File: src/rtl/pms_pkg.sv
// Purpose: constants for the pid mode supervisor
// Assumes: frequencies in 0.01 Hz units, percentages in 0.1 % units
// Notes:   register map sits on a classic wishbone slave
package pms_pkg;
    // register byte offsets
    localparam logic [7:0] ADDR_CTRL      = 8'h00;
    localparam logic [7:0] ADDR_SWITCH_FREQ = 8'h04;
    localparam logic [7:0] ADDR_SUSP_FREQ = 8'h08;
    localparam logic [7:0] ADDR_SUSP_DELAY = 8'h0C;
    localparam logic [7:0] ADDR_CANCEL_LVL = 8'h10;
    localparam logic [7:0] ADDR_SELECT    = 8'h14;
    localparam logic [7:0] ADDR_BIAS_FREQ = 8'h18;
    localparam logic [7:0] ADDR_GAIN_FREQ = 8'h1C;
    localparam logic [7:0] ADDR_LIMITS    = 8'h20;
    localparam logic [7:0] ADDR_PROC_CAL  = 8'h24;
    localparam logic [7:0] ADDR_STATUS    = 8'h28;
    localparam logic [7:0] ADDR_FREQ_CMD  = 8'h2C;
    localparam logic [7:0] ADDR_MONITOR   = 8'h30;
    localparam logic [7:0] ADDR_ACCEL     = 8'h34;

    // control field positions
    localparam int CTRL_ACTION_LSB  = 0;   // pid_action_selection, 8 bits
    localparam int CTRL_OPMODE_LSB  = 8;   // operation_mode_selection, 4 bits
    localparam int CTRL_PFSTOP_BIT  = 12;  // power_failure_stop_selection
    localparam int CTRL_X14ASG_BIT  = 13;  // a terminal carries pid_select_input
    localparam int CTRL_SWEN_BIT    = 14;  // switchover frequency in use
    localparam int CTRL_SUSPEN_BIT  = 15;  // suspension in use

    // codes
    localparam logic [7:0] ACTION_OFF     = 8'h00;
    localparam logic [3:0] OPMODE_SWITCH  = 4'h6;
    localparam logic [7:0] OUT_SLEEP_POS  = 8'h46;  // 70
    localparam logic [7:0] OUT_SLEEP_NEG  = 8'hAA;  // 170
    localparam logic [7:0] MON_SETPOINT   = 8'h34;  // 52
    localparam logic [7:0] MON_MEASURED   = 8'h35;  // 53
    localparam logic [7:0] MON_DEVIATION  = 8'h36;  // 54
    localparam logic [15:0] DEV_OFFSET    = 16'h2710; // 1000.0 % in 0.1 %
    localparam logic [15:0] FULL_SCALE    = 16'h03E8; // 100.0 % in 0.1 %
    localparam logic [15:0] SWITCH_MAX    = 16'h9C40; // 400.00 Hz
    localparam logic [15:0] ACCEL_MAX     = 16'h0E10; // 3600

    // reset values
    localparam logic [15:0] RST_ZERO      = 16'h0000;
    localparam logic [15:0] RST_GAIN_FREQ = 16'h1388; // 50.00 Hz
    localparam logic [15:0] RST_MAX_FREQ  = 16'h2EE0; // 120.00 Hz

    // suspension delay tick: 0.1 s at 200 MHz
    localparam int CLK_HZ      = 200_000_000;
    localparam int TICK_MS     = 100;
    localparam int TICK_CYCLES = CLK_HZ / 1000 * TICK_MS;

    typedef enum logic [1:0] {
        PMS_IDLE    = 2'b00,
        PMS_NORMAL  = 2'b01,
        PMS_PID     = 2'b10,
        PMS_SUSPEND = 2'b11
    } pms_state_t;
endpackage : pms_pkg

File: src/rtl/pms_supervisor.sv
// Purpose: supervisory control around a process pid loop
// Assumes: pid arithmetic outside; all inputs synchronous to clk_i
// Notes:   frequencies 0.01 Hz, percentages 0.1 %
// Functional notes
// - normal mode until switchover frequency reached
// - stay in pid after falling below threshold
// - suspend after low frequency beyond delay
// - resume when deviation reaches cancel level
// - suspended: sleep on, run off, pid on
// - terminal code 70 positive, 170 inverted sleep
// - codes 52,53,54 select setpoint, measured, deviation
// - deviation monitor offset: 1000 means zero
// - analog monitor full scale 100%, no deviation
// - multi-speed or jog overrides pid
// - operation mode 6 disables pid
// - power-failure stop while stopped disables pid
// - pid frequency clamped by bias/gain and limits
// - remote speed setting off during pid
// - switchover seeds pid from 0 Hz
// - setpoint calibration bias/gain frequencies bound the pid frequency
// - process calibration holds bias/gain percentages
// - second accel time is main-speed accel
// - action 0 or select off means normal
// - unassigned select terminal: action setting alone
`timescale 1ns/1ps
module pms_supervisor
    import pms_pkg::*;
#(
    parameter int TICK_LEN = TICK_CYCLES
)(
    // clock and reset
    input  wire logic        clk_i,
    input  wire logic        rst_i,
    // wishbone slave
    input  wire logic        cyc_i,
    input  wire logic        stb_i,
    input  wire logic        we_i,
    input  wire logic [7:0]  adr_i,
    input  wire logic [3:0]  sel_i,
    input  wire logic [31:0] dat_i,
    output logic      [31:0] dat_o,
    output logic             ack_o,
    // drive inputs
    input  wire logic        start_i,
    input  wire logic [15:0] output_freq_i,
    input  wire logic [15:0] pid_freq_i,
    input  wire logic [15:0] setpoint_i,
    input  wire logic [15:0] measured_i,
    input  wire logic        pid_select_input_i,
    input  wire logic        speed_select_high_i,
    input  wire logic        speed_select_mid_i,
    input  wire logic        speed_select_low_i,
    input  wire logic        speed_select_extended_i,
    input  wire logic        jog_i,
    // status and commands
    output logic             pid_active_o,
    output logic             running_o,
    output logic             suspended_o,
    output logic             pid_seed_zero_o,
    output logic             remote_enable_o,
    output logic             override_o,
    output logic [15:0]      freq_cmd_o,
    output logic             sleep_terminal_o,
    output logic [15:0]      panel_display_o,
    output logic [15:0]      analog_monitor_output_o,
    output logic [15:0]      main_accel_time_o
);

    logic [15:0] ctrl;
    logic [15:0] switchover_frequency;
    logic [15:0] suspension_frequency;
    logic [15:0] suspension_delay_time;
    logic [15:0] suspension_cancel_level;
    logic [23:0] selectors;
    logic [15:0] setpoint_bias_calibration;
    logic [15:0] setpoint_gain_frequency;
    logic [31:0] limits;
    logic [31:0] process_cal;
    logic [15:0] second_accel_time;
    pms_state_t  state;
    pms_state_t  next_state;
    logic [31:0] tick_cnt;
    logic [15:0] delay_cnt;
    logic        ack;
    logic [31:0] rdata;

    function automatic logic [15:0] wmask(input logic [15:0] old, input logic [31:0] d,
                                          input logic [3:0] s);
        wmask = {s[1] ? d[15:8] : old[15:8], s[0] ? d[7:0] : old[7:0]};
    endfunction : wmask

    function automatic logic [15:0] clamp(input logic [15:0] v, input logic [15:0] lo,
                                          input logic [15:0] hi);
        clamp = (v < lo) ? lo : ((v > hi) ? hi : v);
    endfunction : clamp

    // pid enable decode
    logic        action_on;
    logic        select_on;
    logic        pid_invalid;
    logic        overriding;
    logic        pid_allowed;
    logic signed [17:0] deviation;
    logic signed [17:0] cancel_level;
    logic        low_freq;
    assign action_on   = ctrl[CTRL_ACTION_LSB +: 8] != ACTION_OFF;
    // unassigned select terminal leaves the action setting in charge
    assign select_on   = ctrl[CTRL_X14ASG_BIT] ? pid_select_input_i : 1'b1;
    assign pid_invalid = (ctrl[CTRL_OPMODE_LSB +: 4] == OPMODE_SWITCH)
                       || (ctrl[CTRL_PFSTOP_BIT] && !start_i);
    assign overriding  = speed_select_high_i || speed_select_mid_i || speed_select_low_i
                       || speed_select_extended_i || jog_i;
    assign pid_allowed = action_on && select_on && !pid_invalid && !overriding;
    assign deviation   = $signed({2'b00, setpoint_i}) - $signed({2'b00, measured_i});
    assign cancel_level = $signed({2'b00, suspension_cancel_level})
                        - $signed({2'b00, DEV_OFFSET});
    assign low_freq    = pid_freq_i < suspension_frequency;

    // state machine, evaluated each cycle
    always_comb
    begin
        next_state = state;
        case (state)
            PMS_IDLE:
            begin
                if (start_i && pid_allowed)
                begin
                    if (ctrl[CTRL_SWEN_BIT] && output_freq_i < switchover_frequency)
                        next_state = PMS_NORMAL;
                    else
                        next_state = PMS_PID;
                end
            end
            PMS_NORMAL:
            begin
                if (!start_i || !pid_allowed)
                    next_state = PMS_IDLE;
                else if (output_freq_i >= switchover_frequency)
                    next_state = PMS_PID;
            end
            PMS_PID:
            begin
                // falling below the switchover point does not leave pid
                if (!start_i || !pid_allowed)
                    next_state = PMS_IDLE;
                else if (ctrl[CTRL_SUSPEN_BIT] && low_freq
                         && delay_cnt >= suspension_delay_time)
                    next_state = PMS_SUSPEND;
            end
            PMS_SUSPEND:
            begin
                if (!start_i || !pid_allowed)
                    next_state = PMS_IDLE;
                else if (deviation >= cancel_level)
                    next_state = PMS_PID;
            end
            default: next_state = PMS_IDLE;
        endcase
    end

    always_ff @(posedge clk_i)
    begin
        if (rst_i)
            state <= PMS_IDLE;
        else
            state <= next_state;
    end

    // suspension delay counted in 0.1 s ticks while low
    always_ff @(posedge clk_i)
    begin
        if (rst_i || state != PMS_PID || !low_freq)
        begin
            tick_cnt  <= '0;
            delay_cnt <= RST_ZERO;
        end
        else if (tick_cnt == 32'(TICK_LEN - 1))
        begin
            tick_cnt <= '0;
            if (delay_cnt != 16'hFFFF)
                delay_cnt <= delay_cnt + 16'h0001;
        end
        else
            tick_cnt <= tick_cnt + 32'h0000_0001;
    end

    // status outputs follow the registered state
    always_ff @(posedge clk_i)
    begin
        if (rst_i)
        begin
            pid_active_o     <= 1'b0;
            running_o        <= 1'b0;
            suspended_o      <= 1'b0;
            pid_seed_zero_o  <= 1'b0;
            remote_enable_o  <= 1'b1;
            override_o       <= 1'b0;
            sleep_terminal_o <= 1'b0;
            freq_cmd_o       <= RST_ZERO;
        end
        else
        begin
            pid_active_o    <= next_state == PMS_PID || next_state == PMS_SUSPEND;
            running_o       <= start_i && next_state != PMS_SUSPEND;
            suspended_o     <= next_state == PMS_SUSPEND;
            // pid integrator restarts from 0 Hz, not from the running frequency
            pid_seed_zero_o <= next_state == PMS_PID && state == PMS_NORMAL;
            remote_enable_o <= !(next_state == PMS_PID || next_state == PMS_SUSPEND);
            override_o      <= action_on && select_on && overriding;
            case (selectors[7:0])
                OUT_SLEEP_POS: sleep_terminal_o <= next_state == PMS_SUSPEND;
                OUT_SLEEP_NEG: sleep_terminal_o <= next_state != PMS_SUSPEND;
                default:       sleep_terminal_o <= 1'b0;
            endcase
            if (next_state == PMS_SUSPEND)
                freq_cmd_o <= RST_ZERO;
            else if (next_state == PMS_PID)
                freq_cmd_o <= clamp(clamp(pid_freq_i, setpoint_bias_calibration,
                                          setpoint_gain_frequency),
                                    limits[15:0], limits[31:16]);
            else
                freq_cmd_o <= clamp(output_freq_i, limits[15:0], limits[31:16]);
        end
    end

    // monitors
    logic [15:0] dev_shown;
    assign dev_shown = 16'(deviation + $signed({2'b00, DEV_OFFSET}));
    always_ff @(posedge clk_i)
    begin
        if (rst_i)
        begin
            panel_display_o         <= RST_ZERO;
            analog_monitor_output_o <= RST_ZERO;
        end
        else
        begin
            case (selectors[15:8])
                MON_SETPOINT:  panel_display_o <= setpoint_i;
                MON_MEASURED:  panel_display_o <= measured_i;
                MON_DEVIATION: panel_display_o <= dev_shown;
                default:       panel_display_o <= RST_ZERO;
            endcase
            // deviation is not a source here; values cap at full scale
            case (selectors[23:16])
                MON_SETPOINT:  analog_monitor_output_o <= clamp(setpoint_i, RST_ZERO,
                                                                FULL_SCALE);
                MON_MEASURED:  analog_monitor_output_o <= clamp(measured_i, RST_ZERO,
                                                                FULL_SCALE);
                default:       analog_monitor_output_o <= RST_ZERO;
            endcase
        end
    end

    // second accel time drives main speed accel in dancer control
    assign main_accel_time_o = second_accel_time;

    // register writes
    logic wr;
    assign wr = cyc_i && stb_i && we_i && !ack;
    always_ff @(posedge clk_i)
    begin
        if (rst_i)
        begin
            ctrl                      <= RST_ZERO;
            switchover_frequency      <= RST_ZERO;
            suspension_frequency      <= RST_ZERO;
            suspension_delay_time     <= RST_ZERO;
            suspension_cancel_level   <= DEV_OFFSET;
            selectors                 <= '0;
            setpoint_bias_calibration <= RST_ZERO;
            setpoint_gain_frequency   <= RST_GAIN_FREQ;
            limits                    <= {RST_MAX_FREQ, RST_ZERO};
            process_cal               <= {FULL_SCALE, RST_ZERO};
            second_accel_time         <= RST_ZERO;
        end
        else if (wr)
        begin
            case (adr_i)
                ADDR_CTRL:        ctrl <= wmask(ctrl, dat_i, sel_i);
                ADDR_SWITCH_FREQ: switchover_frequency <= clamp(
                                      wmask(switchover_frequency, dat_i, sel_i),
                                      RST_ZERO, SWITCH_MAX);
                ADDR_SUSP_FREQ:   suspension_frequency <= wmask(suspension_frequency,
                                                                dat_i, sel_i);
                ADDR_SUSP_DELAY:  suspension_delay_time <= wmask(suspension_delay_time,
                                                                 dat_i, sel_i);
                ADDR_CANCEL_LVL:  suspension_cancel_level <= wmask(suspension_cancel_level,
                                                                   dat_i, sel_i);
                ADDR_SELECT:
                begin
                    if (sel_i[0]) selectors[7:0]   <= dat_i[7:0];
                    if (sel_i[1]) selectors[15:8]  <= dat_i[15:8];
                    if (sel_i[2]) selectors[23:16] <= dat_i[23:16];
                end
                ADDR_BIAS_FREQ:   setpoint_bias_calibration <= wmask(
                                      setpoint_bias_calibration, dat_i, sel_i);
                ADDR_GAIN_FREQ:   setpoint_gain_frequency <= wmask(
                                      setpoint_gain_frequency, dat_i, sel_i);
                ADDR_LIMITS:
                begin
                    limits[15:0]  <= wmask(limits[15:0], dat_i, sel_i);
                    limits[31:16] <= wmask(limits[31:16], dat_i >> 16, sel_i >> 2);
                end
                ADDR_PROC_CAL:
                begin
                    process_cal[15:0]  <= wmask(process_cal[15:0], dat_i, sel_i);
                    process_cal[31:16] <= wmask(process_cal[31:16], dat_i >> 16,
                                                sel_i >> 2);
                end
                ADDR_ACCEL:       second_accel_time <= clamp(
                                      wmask(second_accel_time, dat_i, sel_i),
                                      RST_ZERO, ACCEL_MAX);
                default: ;
            endcase
        end
    end

    // read mux; unmapped addresses read zero and are still acked
    always_comb
    begin
        case (adr_i)
            ADDR_CTRL:        rdata = {16'h0000, ctrl};
            ADDR_SWITCH_FREQ: rdata = {16'h0000, switchover_frequency};
            ADDR_SUSP_FREQ:   rdata = {16'h0000, suspension_frequency};
            ADDR_SUSP_DELAY:  rdata = {16'h0000, suspension_delay_time};
            ADDR_CANCEL_LVL:  rdata = {16'h0000, suspension_cancel_level};
            ADDR_SELECT:      rdata = {8'h00, selectors};
            ADDR_BIAS_FREQ:   rdata = {16'h0000, setpoint_bias_calibration};
            ADDR_GAIN_FREQ:   rdata = {16'h0000, setpoint_gain_frequency};
            ADDR_LIMITS:      rdata = limits;
            ADDR_PROC_CAL:    rdata = process_cal;
            ADDR_STATUS:      rdata = {26'h0, override_o, remote_enable_o, suspended_o,
                                       running_o, pid_active_o, state == PMS_NORMAL};
            ADDR_FREQ_CMD:    rdata = {16'h0000, freq_cmd_o};
            ADDR_MONITOR:     rdata = {analog_monitor_output_o, panel_display_o};
            ADDR_ACCEL:       rdata = {16'h0000, second_accel_time};
            default:          rdata = 32'h0000_0000;
        endcase
    end

    always_ff @(posedge clk_i)
    begin
        if (rst_i)
        begin
            ack   <= 1'b0;
            dat_o <= 32'h0000_0000;
        end
        else
        begin
            ack   <= cyc_i && stb_i && !ack;
            dat_o <= rdata;
        end
    end
    assign ack_o = ack;

endmodule : pms_supervisor
File: config.mk
export PLATFORM = sky130hd
export DESIGN_NAME = pms_supervisor
export DESIGN_NICKNAME = d
export VERILOG_FILES = /design/src/rtl/pms_pkg.sv /design/src/rtl/pms_supervisor.sv
export SDC_FILE = /design/constraint.sdc
export NUM_CORES = 1
export LEC_CHECK = 0
export BUFFER_PORTS_ARGS = -buffer_cell sky130_fd_sc_hd__buf_2
export CORE_MARGIN = 2
export CORE_UTILIZATION = 30
export DETAILED_ROUTE_END_ITERATION = 8
export HOLD_SLACK_MARGIN = 0.03
export PLACE_DENSITY_LB_ADDON = 0.05
export SLEW_MARGIN = 15
export SYNTH_ARGS = -nofsm -noshare
export SYNTH_HDL_FRONTEND = slang
export SYNTH_SLANG_ARGS = --single-unit
export TNS_END_PERCENT = 30
File: constraint.sdc
create_clock -name clk_i -period 7.3 [get_ports clk_i]
set_input_delay 0.365 -clock clk_i [delete_from_list [all_inputs] [get_ports clk_i]]
set_output_delay 0.365 -clock clk_i [all_outputs]
set_load 0.01 [all_outputs]
==> results.json, run 1 <==
{
  "syn-cell-area_sq_um": 20700,
  "ys_warn_count": 0,
  "p_int_uw": 3510,
  "die-area_sq_um": 71000,
  "synth.distinct_cells": 91,
  "async_reset_ff_share_pct": 0,
  "cts-root-buf": "clkbuf_16",
  "seq_power_share_pct": 40.5,
  "crit_path_top_delay_cell": "nor4_2",
  "combPwrFrac_pct": 12.1,
  "final_cells": 3665,
  "io_pins": 224,
  "drt-pass1-iter-count": 9,
  "syn_inst": 2572,
  "slowest_delay_ps": 840,
  "clkPwrFrac_pct": 47.4,
  "power.density_nw_per_um2": 198,
  "endpoint_kind": "flip-flop",
  "required_ps": 7780,
  "nets": 3044,
  "fp-row-count": 96,
  "io_buffers": 223,
  "status": "completed",
  "crit_chain": "inv_1, ha_1, nand4_1, nor4_2, or2_1, a21oi_1, o21ai_0, ha_1, a211oi_1, o21a_1, o21ai_1, o31ai_2, buf_4, nor2b_1, buf_4, a21oi_1, mux2_2, a22o_1",
  "clock_path_buffers": 3,
  "finalSetupViolations": 0,
  "vdd_drop_max_uv": 156,
  "drv_slew": 0,
  "worst_pin_slew_ps": 1120,
  "cts_setup_buffers": 0,
  "drc": 0,
  "fillers": 7192,
  "grt_start_max_net_pins": 158,
  "post-route-min-period_ps": 5950,
  "leakagePower_uw": 0.00931,
  "clk_pin_slew_ps": 60,
  "max_cap_viol_count": 0,
  "fmax_ghz": 0.168,
  "synth_top_area_share_pct": 34.3,
  "critical_path_buf_inv_count": 3,
  "dr_total_vias": 20300,
  "drtAntennaViolNets": 0,
  "start_util_pct": 30.2,
  "cts_max_level": 2,
  "synth.most_common_cell": "nand2_1",
  "synth.largest_area_cell": "dfxtp_1",
  "cpLargestDelayFamily": "simple AND/OR/NAND/NOR gates",
  "antenna_found_initial": 11,
  "synth-edff-count": 0,
  "fin_worst_skew_ps": 22.4,
  "critPathArrivalTime_ps": 6430,
  "grt_pass1_wl_microns": 136000,
  "crit_fanout": 19,
  "yosys-top-cells-area": "dfxtp_1 (34%), ha_1 (11%), nand2_1 (6.4%), a21oi_1 (5.9%), nor2_1 (3.9%)",
  "cts_resized": 0,
  "final_core_util_pct": 35.5,
  "grt_overflow": 0,
  "detail_route.vias_per_cell": 5.54,
  "drt_iter0_drc": 1565,
  "fp.dieH_microns": 266,
  "core_area_sq_um": 68300,
  "setup-tns-final_ps": 0,
  "ys_ff_latch": 354,
  "track_usage_pct": 26.2,
  "tritoncts_num_sinks": 354,
  "crit_type": "flip-flop to flip-flop",
  "syn-mean-instance-area_sq_um": 8.03,
  "insertion_delay_ps": 590,
  "switching_power_uw": 1300,
  "layout-drive-gt1-share_pct": 13.3,
  "cts_tree": "done",
  "wl_per_cell_microns": 26.0,
  "numCtsBuffers": 44,
  "gp_congestion": 0.965,
  "grt_pass1_vias": 19300,
  "hpwlAfterDp_microns": 73300,
  "relSlewSlack_pct": 25.3,
  "hold_class": "primary input to flip-flop",
  "routed_wl_microns": 95200,
  "ys_seq_area_share_pct": 34.3,
  "finalCritPeriodShare_pct": 81.5,
  "fp.dieW_microns": 266,
  "synth_ff_type": "dfxtp_1",
  "rsz0062_at_grt": "false",
  "netlist_top_cells_count": "nand2_1 (355), dfxtp_1 (354), a21oi_1 (244), nor2_1 (215), ha_1 (175)",
  "dp_cells": 3571,
  "area_delta_synth_final_pct": 17.4,
  "final-hold-violation-count": 0,
  "start_kind": "flip-flop",
  "p_sw_share_pct": 27.0
}
[registers in the layout, indices dropped and copies added, names as in the netlist, 24 cells and up]
signal and count:
dat_o 32, limits 32, process_cal 32, tick_cnt 32, selectors 24
[layout make-up]
cell class	count	area, sq um	share of cell area [%]
Timing Repair Buffer	265	1480	6.11
Inverter	169	634	2.62
Multi-Input combinational cell	1914	12400	51.3
Sequential cell	354	7090	29.2
Antenna cell	3	7.51	0.0310
Tap cell	882	1100	4.55
Clock buffer	66	1310	5.42
Clock inverter	12	175	0.722
[worst paths after layout]
check / from / end / slack [ps] / cells past startpoint
max: setpoint_gain_frequency[14]$_SDFFE_PP0P_ / freq_cmd_o[1]$_SDFF_PP0_ / 1350 / 18
min reg2reg: analog_monitor_output_o[14]$_SDFF_PP0_ / dat_o[30]$_SDFF_PP0_ / 450 / 2
min: dat_i[19] / process_cal[19]$_SDFFE_PP1P_ / 70 / 3
max reg2reg: setpoint_gain_frequency[14]$_SDFFE_PP0P_ / freq_cmd_o[1]$_SDFF_PP0_ / 1350 / 18
[cell usage in the layout (no fill, tap or decap), types with 8 or more instances in the layout]
cell type	instances
nand3b_1	12
inv_1	169
a22oi_1	92
o21ai_1	8
o21ai_0	54
a221oi_1	33
a31oi_1	21
and2_1	24
a22o_1	38
a21oi_1	243
ha_1	175
a211oi_1	14
buf_2	222
o22ai_1	36
clkbuf_16	44
nand4_1	34
xnor2_1	28
nand2b_1	9
nor4_1	14
clkbuf_8	13
xor2_1	40
nor3b_1	10
mux2_2	23
mux2i_1	62
nor2_1	207
and3_1	22
nor3_1	44
or3_1	9
buf_4	28
nand3_1	95
a222oi_1	10
nand2_1	355
nor2b_1	17
dlygate4sd3_1	13
a21o_1	21
clkbuf_1	9
o21a_1	21
a211o_1	21
dfxtp_1	354
[kinds of logic (layout without fill, tap and decap cells)]
family / after synthesis / in the layout / synth area share [%]
AOI/OAI and AO/OA: 678 / 678 / 21.9
xor gates and xnor gates: 68 / 68 / 2.88
adders and majority gates: 177 / 177 / 10.7
buffers and inverters: 309 / 512 / 5.78
DFF: 354 / 354 / 34.3
muxes: 86 / 86 / 4.33
other: 1 / 9 / 0.0181
and+or+nand+nor: 899 / 899 / 20.0
[per-layer routing]
layer / GRT usage, % / vias to the layer above / routed length, microns
met3: 3.59 / 140 / 5880
met1: 35.7 / 9859 / 42500
met5: 0 / - / 48
li1: - / 9582 / -
met2: 42.5 / 702 / 43600
met4: 8.59 / 8 / 3180
[per-stage QoR]
stage	total power, uW	setup slack (ps)	hold slack [ps]	area (sq um)
CTS	4860	1470	47.5	24200
global route	4990	1140	63.1	24200
global placement	2560	1420	440	22600
floorplan	2350	2520	436	20700
finish	4810	1350	67.7	24300
detailed placement	2560	1430	446	22600
[power groups by stage]
| stage | combinational [uW] | sequential, uW | clock, uW |
|---|---|---|---|
| after floorplan | 360 | 1990 | 0 |
| after global placement | 567 | 1990 | 0 |
| after detailed placement | 573 | 1990 | 0 |
| after CTS | 581 | 1950 | 2330 |
| after global routing | 638 | 1950 | 2400 |
| final | 581 | 1950 | 2280 |
[what timing repair did]
action	in CTS	in global routing
setup endpoints to repair	0	0
endpoints found under the hold margin	16	0
hold buffers	13	0
[worst min-delay path: stages]
cell and delay, ps:
buf_2 120, nand2_1 50, nand3b_1 70
No activity file was read; power rests on OpenSTA's default activity.
==> run 2: changes to the inputs <==
==> constraint.sdc (replaced) <==
create_clock -name clk_i -period 5.1 [get_ports clk_i]
set_input_delay 0.255 -clock clk_i [delete_from_list [all_inputs] [get_ports clk_i]]
set_output_delay 0.255 -clock clk_i [all_outputs]
set_load 0.01 [all_outputs]
==> results.json, run 2 (synthesis results as in run 1) <==
{
  "status": "completed",
  "layout-drive-gt1-share_pct": 14.6,
  "cts-root-buf": "clkbuf_16",
  "switching_power_uw": 1890,
  "leakagePower_uw": 0.00959,
  "max_cap_viol_count": 0,
  "drv_slew": 0,
  "grt_pass1_wl_microns": 139000,
  "required_ps": 5580,
  "cts_max_level": 2,
  "fin_worst_skew_ps": 31.2,
  "worst_pin_slew_ps": 1170,
  "finalCritPeriodShare_pct": 95.6,
  "seq_power_share_pct": 39.4,
  "insertion_delay_ps": 600,
  "placed_area_sq_um": 22900,
  "setup-tns-final_ps": 0,
  "clkPwrFrac_pct": 48.1,
  "core_area_sq_um": 68300,
  "finalSetupViolations": 0,
  "detail_route.vias_per_cell": 5.54,
  "use_met3_pct": 4.07,
  "rsz0062_at_grt": "false",
  "routed_wl_microns": 95900,
  "fp.dieH_microns": 266,
  "wl_per_cell_microns": 25.8,
  "final-hold-violation-count": 0,
  "p_int_uw": 5190,
  "grt_busiest_layer": "met2",
  "drt-pass1-iter-count": 7,
  "track_usage_pct": 26.5,
  "critPathArrivalTime_ps": 5360,
  "drtAntennaViolNets": 0,
  "grt_util_met2_pct": 43.5,
  "place_ws_ps": 135,
  "slowest_delay_ps": 400,
  "antenna_found_initial": 3,
  "worst_slack_ps": 224,
  "power.density_nw_per_um2": 286,
  "final_cells": 3717,
  "gp_congestion": 0.917,
  "rr_worst_depth": 19,
  "endpoint_kind": "flip-flop",
  "clk_pin_slew_ps": 60,
  "dp_cells": 3602,
  "regArea_sq_um": 7090,
  "fp.dieW_microns": 266,
  "die-area_sq_um": 71000,
  "reg2reg_slack_ps": 220,
  "grt_start_max_net_pins": 84,
  "hpwlAfterDp_microns": 73800,
  "numCtsBuffers": 44,
  "combPwrFrac_pct": 12.5,
  "dr_total_vias": 20600,
  "met1_usage_pct": 36.1,
  "hold_class": "primary input to flip-flop",
  "crit_chain": "inv_1, ha_1, nand4_1, nor2_1, o2bb2ai_1, a2111oi_4, or2_1, a21oi_1, o21ai_0, ha_1, a21oi_1, nor2b_1, o21ai_0, nand2_1, nor3_1, o21ai_2, a31oi_4, mux2_2, a22o_1",
  "crit_type": "flip-flop to flip-flop",
  "grt_overflow": 0,
  "start_util_pct": 30.2,
  "nets": 3094,
  "crit_fanout": 9,
  "post-route-min-period_ps": 4880,
  "fillers": 7125,
  "fp-row-count": 96,
  "multi_input_area_sq_um": 12500,
  "clock_path_buffers": 3,
  "p_sw_share_pct": 26.7,
  "relSlewSlack_pct": 21.7,
  "area_delta_synth_final_pct": 19.9,
  "fmax_ghz": 0.205,
  "cts_tree": "done",
  "mostFrequentLayoutCells": "nand2_1 (355), dfxtp_1 (354), a21oi_1 (243), buf_2 (222), nor2_1 (207)",
  "io_pins": 224,
  "vdd_drop_max_uv": 218,
  "drt_iter0_drc": 1671,
  "crit_path_top_delay_cell": "o21ai_0",
  "tritoncts_num_sinks": 354,
  "hold_depth": 3,
  "fin_area_sq_um": 24800,
  "grt_pass1_vias": 20100,
  "io_buffers": 223,
  "drc": 0,
  "final_common_cell": "nand2_1",
  "start_kind": "flip-flop"
}
[run 2: cell count changes in the layout (fill, tap and decap cells not counted), sizes merged]
| cell | delta |
|---|---|
| clkinv | +1 |
| buf | +32 |
| bufinv | +3 |
| clkbuf | -3 |
| clkinvlp | +1 |
| dlygate4sd3 | +17 |
| a31oi | +1 |
[run 2: final timing paths]
kind	startpoint	to
min	setpoint_i[4]	analog_monitor_output_o[4]$_SDFF_PP0_
max	setpoint_gain_frequency[14]$_SDFFE_PP0P_	freq_cmd_o[15]$_SDFF_PP0_
max reg2reg	setpoint_gain_frequency[14]$_SDFFE_PP0P_	freq_cmd_o[15]$_SDFF_PP0_
min reg2reg	analog_monitor_output_o[12]$_SDFF_PP0_	dat_o[28]$_SDFF_PP0_
[run 2: timing repair]
action / 4_1_cts / 5_1_grt
resized for setup: 0 / 5
hold buffers: 30 / 0
setup buffers: 0 / 1
hold endpoints to repair: 48 / 0
endpoints found under the setup margin: 0 / 17
[run 2: critical path, delay by kind of cell (launching register included)]
kind / cells / cell delay [ps]
buf+inv: 1 / 80
mux: 1 / 380
flops: 1 / 380
fa+ha+maj: 2 / 650
simple gates: 6 / 990
compound gates: 9 / 2270
[run 2: routing by layer]
layer | share of wire [%] | vias to the layer above | wire (microns)
met5 | 0.028 | - | 27
met2 | 46 | 734 | 44400
met1 | 45 | 10000 | 43000
met3 | 6.2 | 113 | 5950
li1 | - | 9697 | -
met4 | 2.6 | 4 | 2490
[run 2: layout make-up]
class,count,share of cell area (%)
Clock inverter,17,1.01
Sequential cell,354,28.6
Antenna cell,3,0.0303
Timing Repair Buffer,314,7.69
Inverter,169,2.56
Tap cell,882,4.45
Multi-Input combinational cell,1915,50.4
Clock buffer,63,5.22
[run 2: power by group through the flow]
stage	clock [uW]	sequential, uW	combinational, uW
after detailed placement	0	2850	836
after CTS	3460	2790	856
final	3400	2790	883
after global routing	3570	2790	962
after floorplan	0	2850	515
after global placement	0	2850	825
[run 2: stage by stage]
stage               total power [uW]  hold WS [ps]  utilization (%)
detailed placement              3690           444             33.5
global route                    7320          55.2             36.2
CTS                             7100          30.6             36.2
global placement                3680           441             33.4
finish                          7080          44.1             36.3
floorplan                       3360           373                -
==> run 3: changes to the inputs <==
--- a/config.mk
+++ b/config.mk
@@ -7,10 +7,11 @@
 export LEC_CHECK = 0
 export BUFFER_PORTS_ARGS = -buffer_cell sky130_fd_sc_hd__buf_2
 export CORE_MARGIN = 2
-export CORE_UTILIZATION = 30
+export CORE_UTILIZATION = 54
 export DETAILED_ROUTE_END_ITERATION = 8
 export HOLD_SLACK_MARGIN = 0.03
 export PLACE_DENSITY_LB_ADDON = 0.05
+export SETUP_SLACK_MARGIN = 0.3
 export SLEW_MARGIN = 15
 export SYNTH_ARGS = -nofsm -noshare
 export SYNTH_HDL_FRONTEND = slang
==> results.json, run 3 (synthesis results as in run 1) <==
{
  "rsz0062_at_grt": "true",
  "wl_per_cell_microns": 23.9,
  "die-area_sq_um": 39800,
  "grt_pass1_wl_microns": 119000,
  "start_util_pct": 54.9,
  "cts_tree": "done",
  "leakagePower_uw": 0.00958,
  "mostFrequentLayoutCells": "nand2_1 (355), dfxtp_1 (354), a21oi_1 (240), buf_2 (222), nor2_1 (208)",
  "finalSetupViolations": 0,
  "grt_pass1_vias": 20100,
  "rr_worst_depth": 19,
  "cts_max_level": 2,
  "post-route-min-period_ps": 4580,
  "fin_worst_skew_ps": 13.2,
  "fmax_ghz": 0.218,
  "finalCritPeriodShare_pct": 89.8,
  "hold_class": "primary input to flip-flop",
  "dr_total_vias": 21100,
  "antenna_found_initial": 2,
  "start_kind": "primary input",
  "max_cap_viol_count": 0,
  "worst_pin_slew_ps": 1120,
  "tritoncts_num_sinks": 354,
  "final_cells": 3353,
  "gp_congestion": 0.979,
  "relSlewSlack_pct": 25.3,
  "grt_overflow": 0,
  "grt_start_max_net_pins": 91,
  "drt-pass1-iter-count": 8,
  "routed_wl_microns": 80300,
  "crit_type": "primary input to flip-flop",
  "crit_fanout": 7,
  "required_ps": 5600,
  "cts-root-buf": "clkbuf_16",
  "vdd_drop_max_uv": 307,
  "layout-drive-gt1-share_pct": 14.6,
  "fp.dieW_microns": 200,
  "drtAntennaViolNets": 0,
  "violations": "design-rule violations",
  "fp.dieH_microns": 200,
  "core_area_sq_um": 37700,
  "endpoint_kind": "flip-flop",
  "final_common_cell": "nand2_1",
  "insertion_delay_ps": 570,
  "final-hold-violation-count": 0,
  "drt_iter0_drc": 2332,
  "place_ws_ps": 124,
  "io_pins": 224,
  "worst_slack_ps": 521,
  "drv_slew": 0,
  "power.density_nw_per_um2": 275,
  "hpwlAfterDp_microns": 60400,
  "hold_depth": 4,
  "nets": 3106,
  "power.total_uw": 6680,
  "dp_cells": 3234,
  "status": "finished, violations left",
  "clk_pin_slew_ps": 60,
  "numCtsBuffers": 40,
  "drc": 2,
  "clock_path_buffers": 3,
  "critPathArrivalTime_ps": 5080,
  "reg2reg_slack_ps": 560,
  "track_usage_pct": 39.7,
  "detail_route.vias_per_cell": 6.30,
  "setup-tns-final_ps": 0,
  "fp-row-count": 71,
  "area_delta_synth_final_pct": 17.6,
  "io_buffers": 223
}
## run 3: final timing paths
path | start | end
min | dat_i[24] | process_cal[24]$_SDFFE_PP1P_
max reg2reg | setpoint_bias_calibration[9]$_SDFFE_PP0P_ | freq_cmd_o[1]$_SDFF_PP0_
min reg2reg | analog_monitor_output_o[13]$_SDFF_PP0_ | dat_o[29]$_SDFF_PP0_
max | setpoint_i[4] | sleep_terminal_o$_SDFF_PP0_
## run 3: cell type report
cell class	instances	area, sq um
Tap cell	511	639
Clock buffer	55	1150
Timing Repair Buffer	330	2060
Clock inverter	17	208
Inverter	169	634
Fill cell	3402	13400
Multi-Input combinational cell	1915	12500
Sequential cell	354	7090
Antenna cell	2	5.00
## run 3: worst max-delay path, cell delays in order
cell and delay (ps):
dlygate4sd3_1 540, buf_2 160, ha_1 260, or3_1 510, nor3_1 210, a21oi_1 180, a2111o_1 460, o311a_1 180
ha_1 310, and3_1 200, nor4b_2 320, a211oi_1 100, maj3_1 400, o221ai_2 220, a31oi_1 250, or3_1 400
a21oi_1 130
## run 3: where the power goes
group          internal [uW]  leakage [uW]  switching (uW)
Combinational            360       0.00606             521
Sequential              2780       0.00286            14.1
Clock                   1790      0.000662            1220
## run 3: repair_timing
item | 4_1_cts | 5_1_grt
setup endpoints to repair | 15 | 18
pin swaps | 0 | 2
hold buffers | 41 | 0
gates resized for setup | 2 | 18
setup buffers | 0 | 3
gates cloned | 1 | 0
hold endpoints to repair | 49 | 0
## run 3: layer usage
metal,GRT usage (%),part of all wire [%]
met1,50.3,39
met2,62.6,44
met3,9.08,11
met4,21.5,5.7
met5,0,0
## run 3: per-stage QoR
stage          hold WS, ps  area, sq um  util, %
3_5_place_dp           449        22400     59.5
3_3_place_gp           440        22400     59.5
2_1_floorplan          373        20700        -
6_report              49.1        24300     64.5
4_1_cts               35.4        24200     64.2
5_1_grt               78.1        24300     64.5
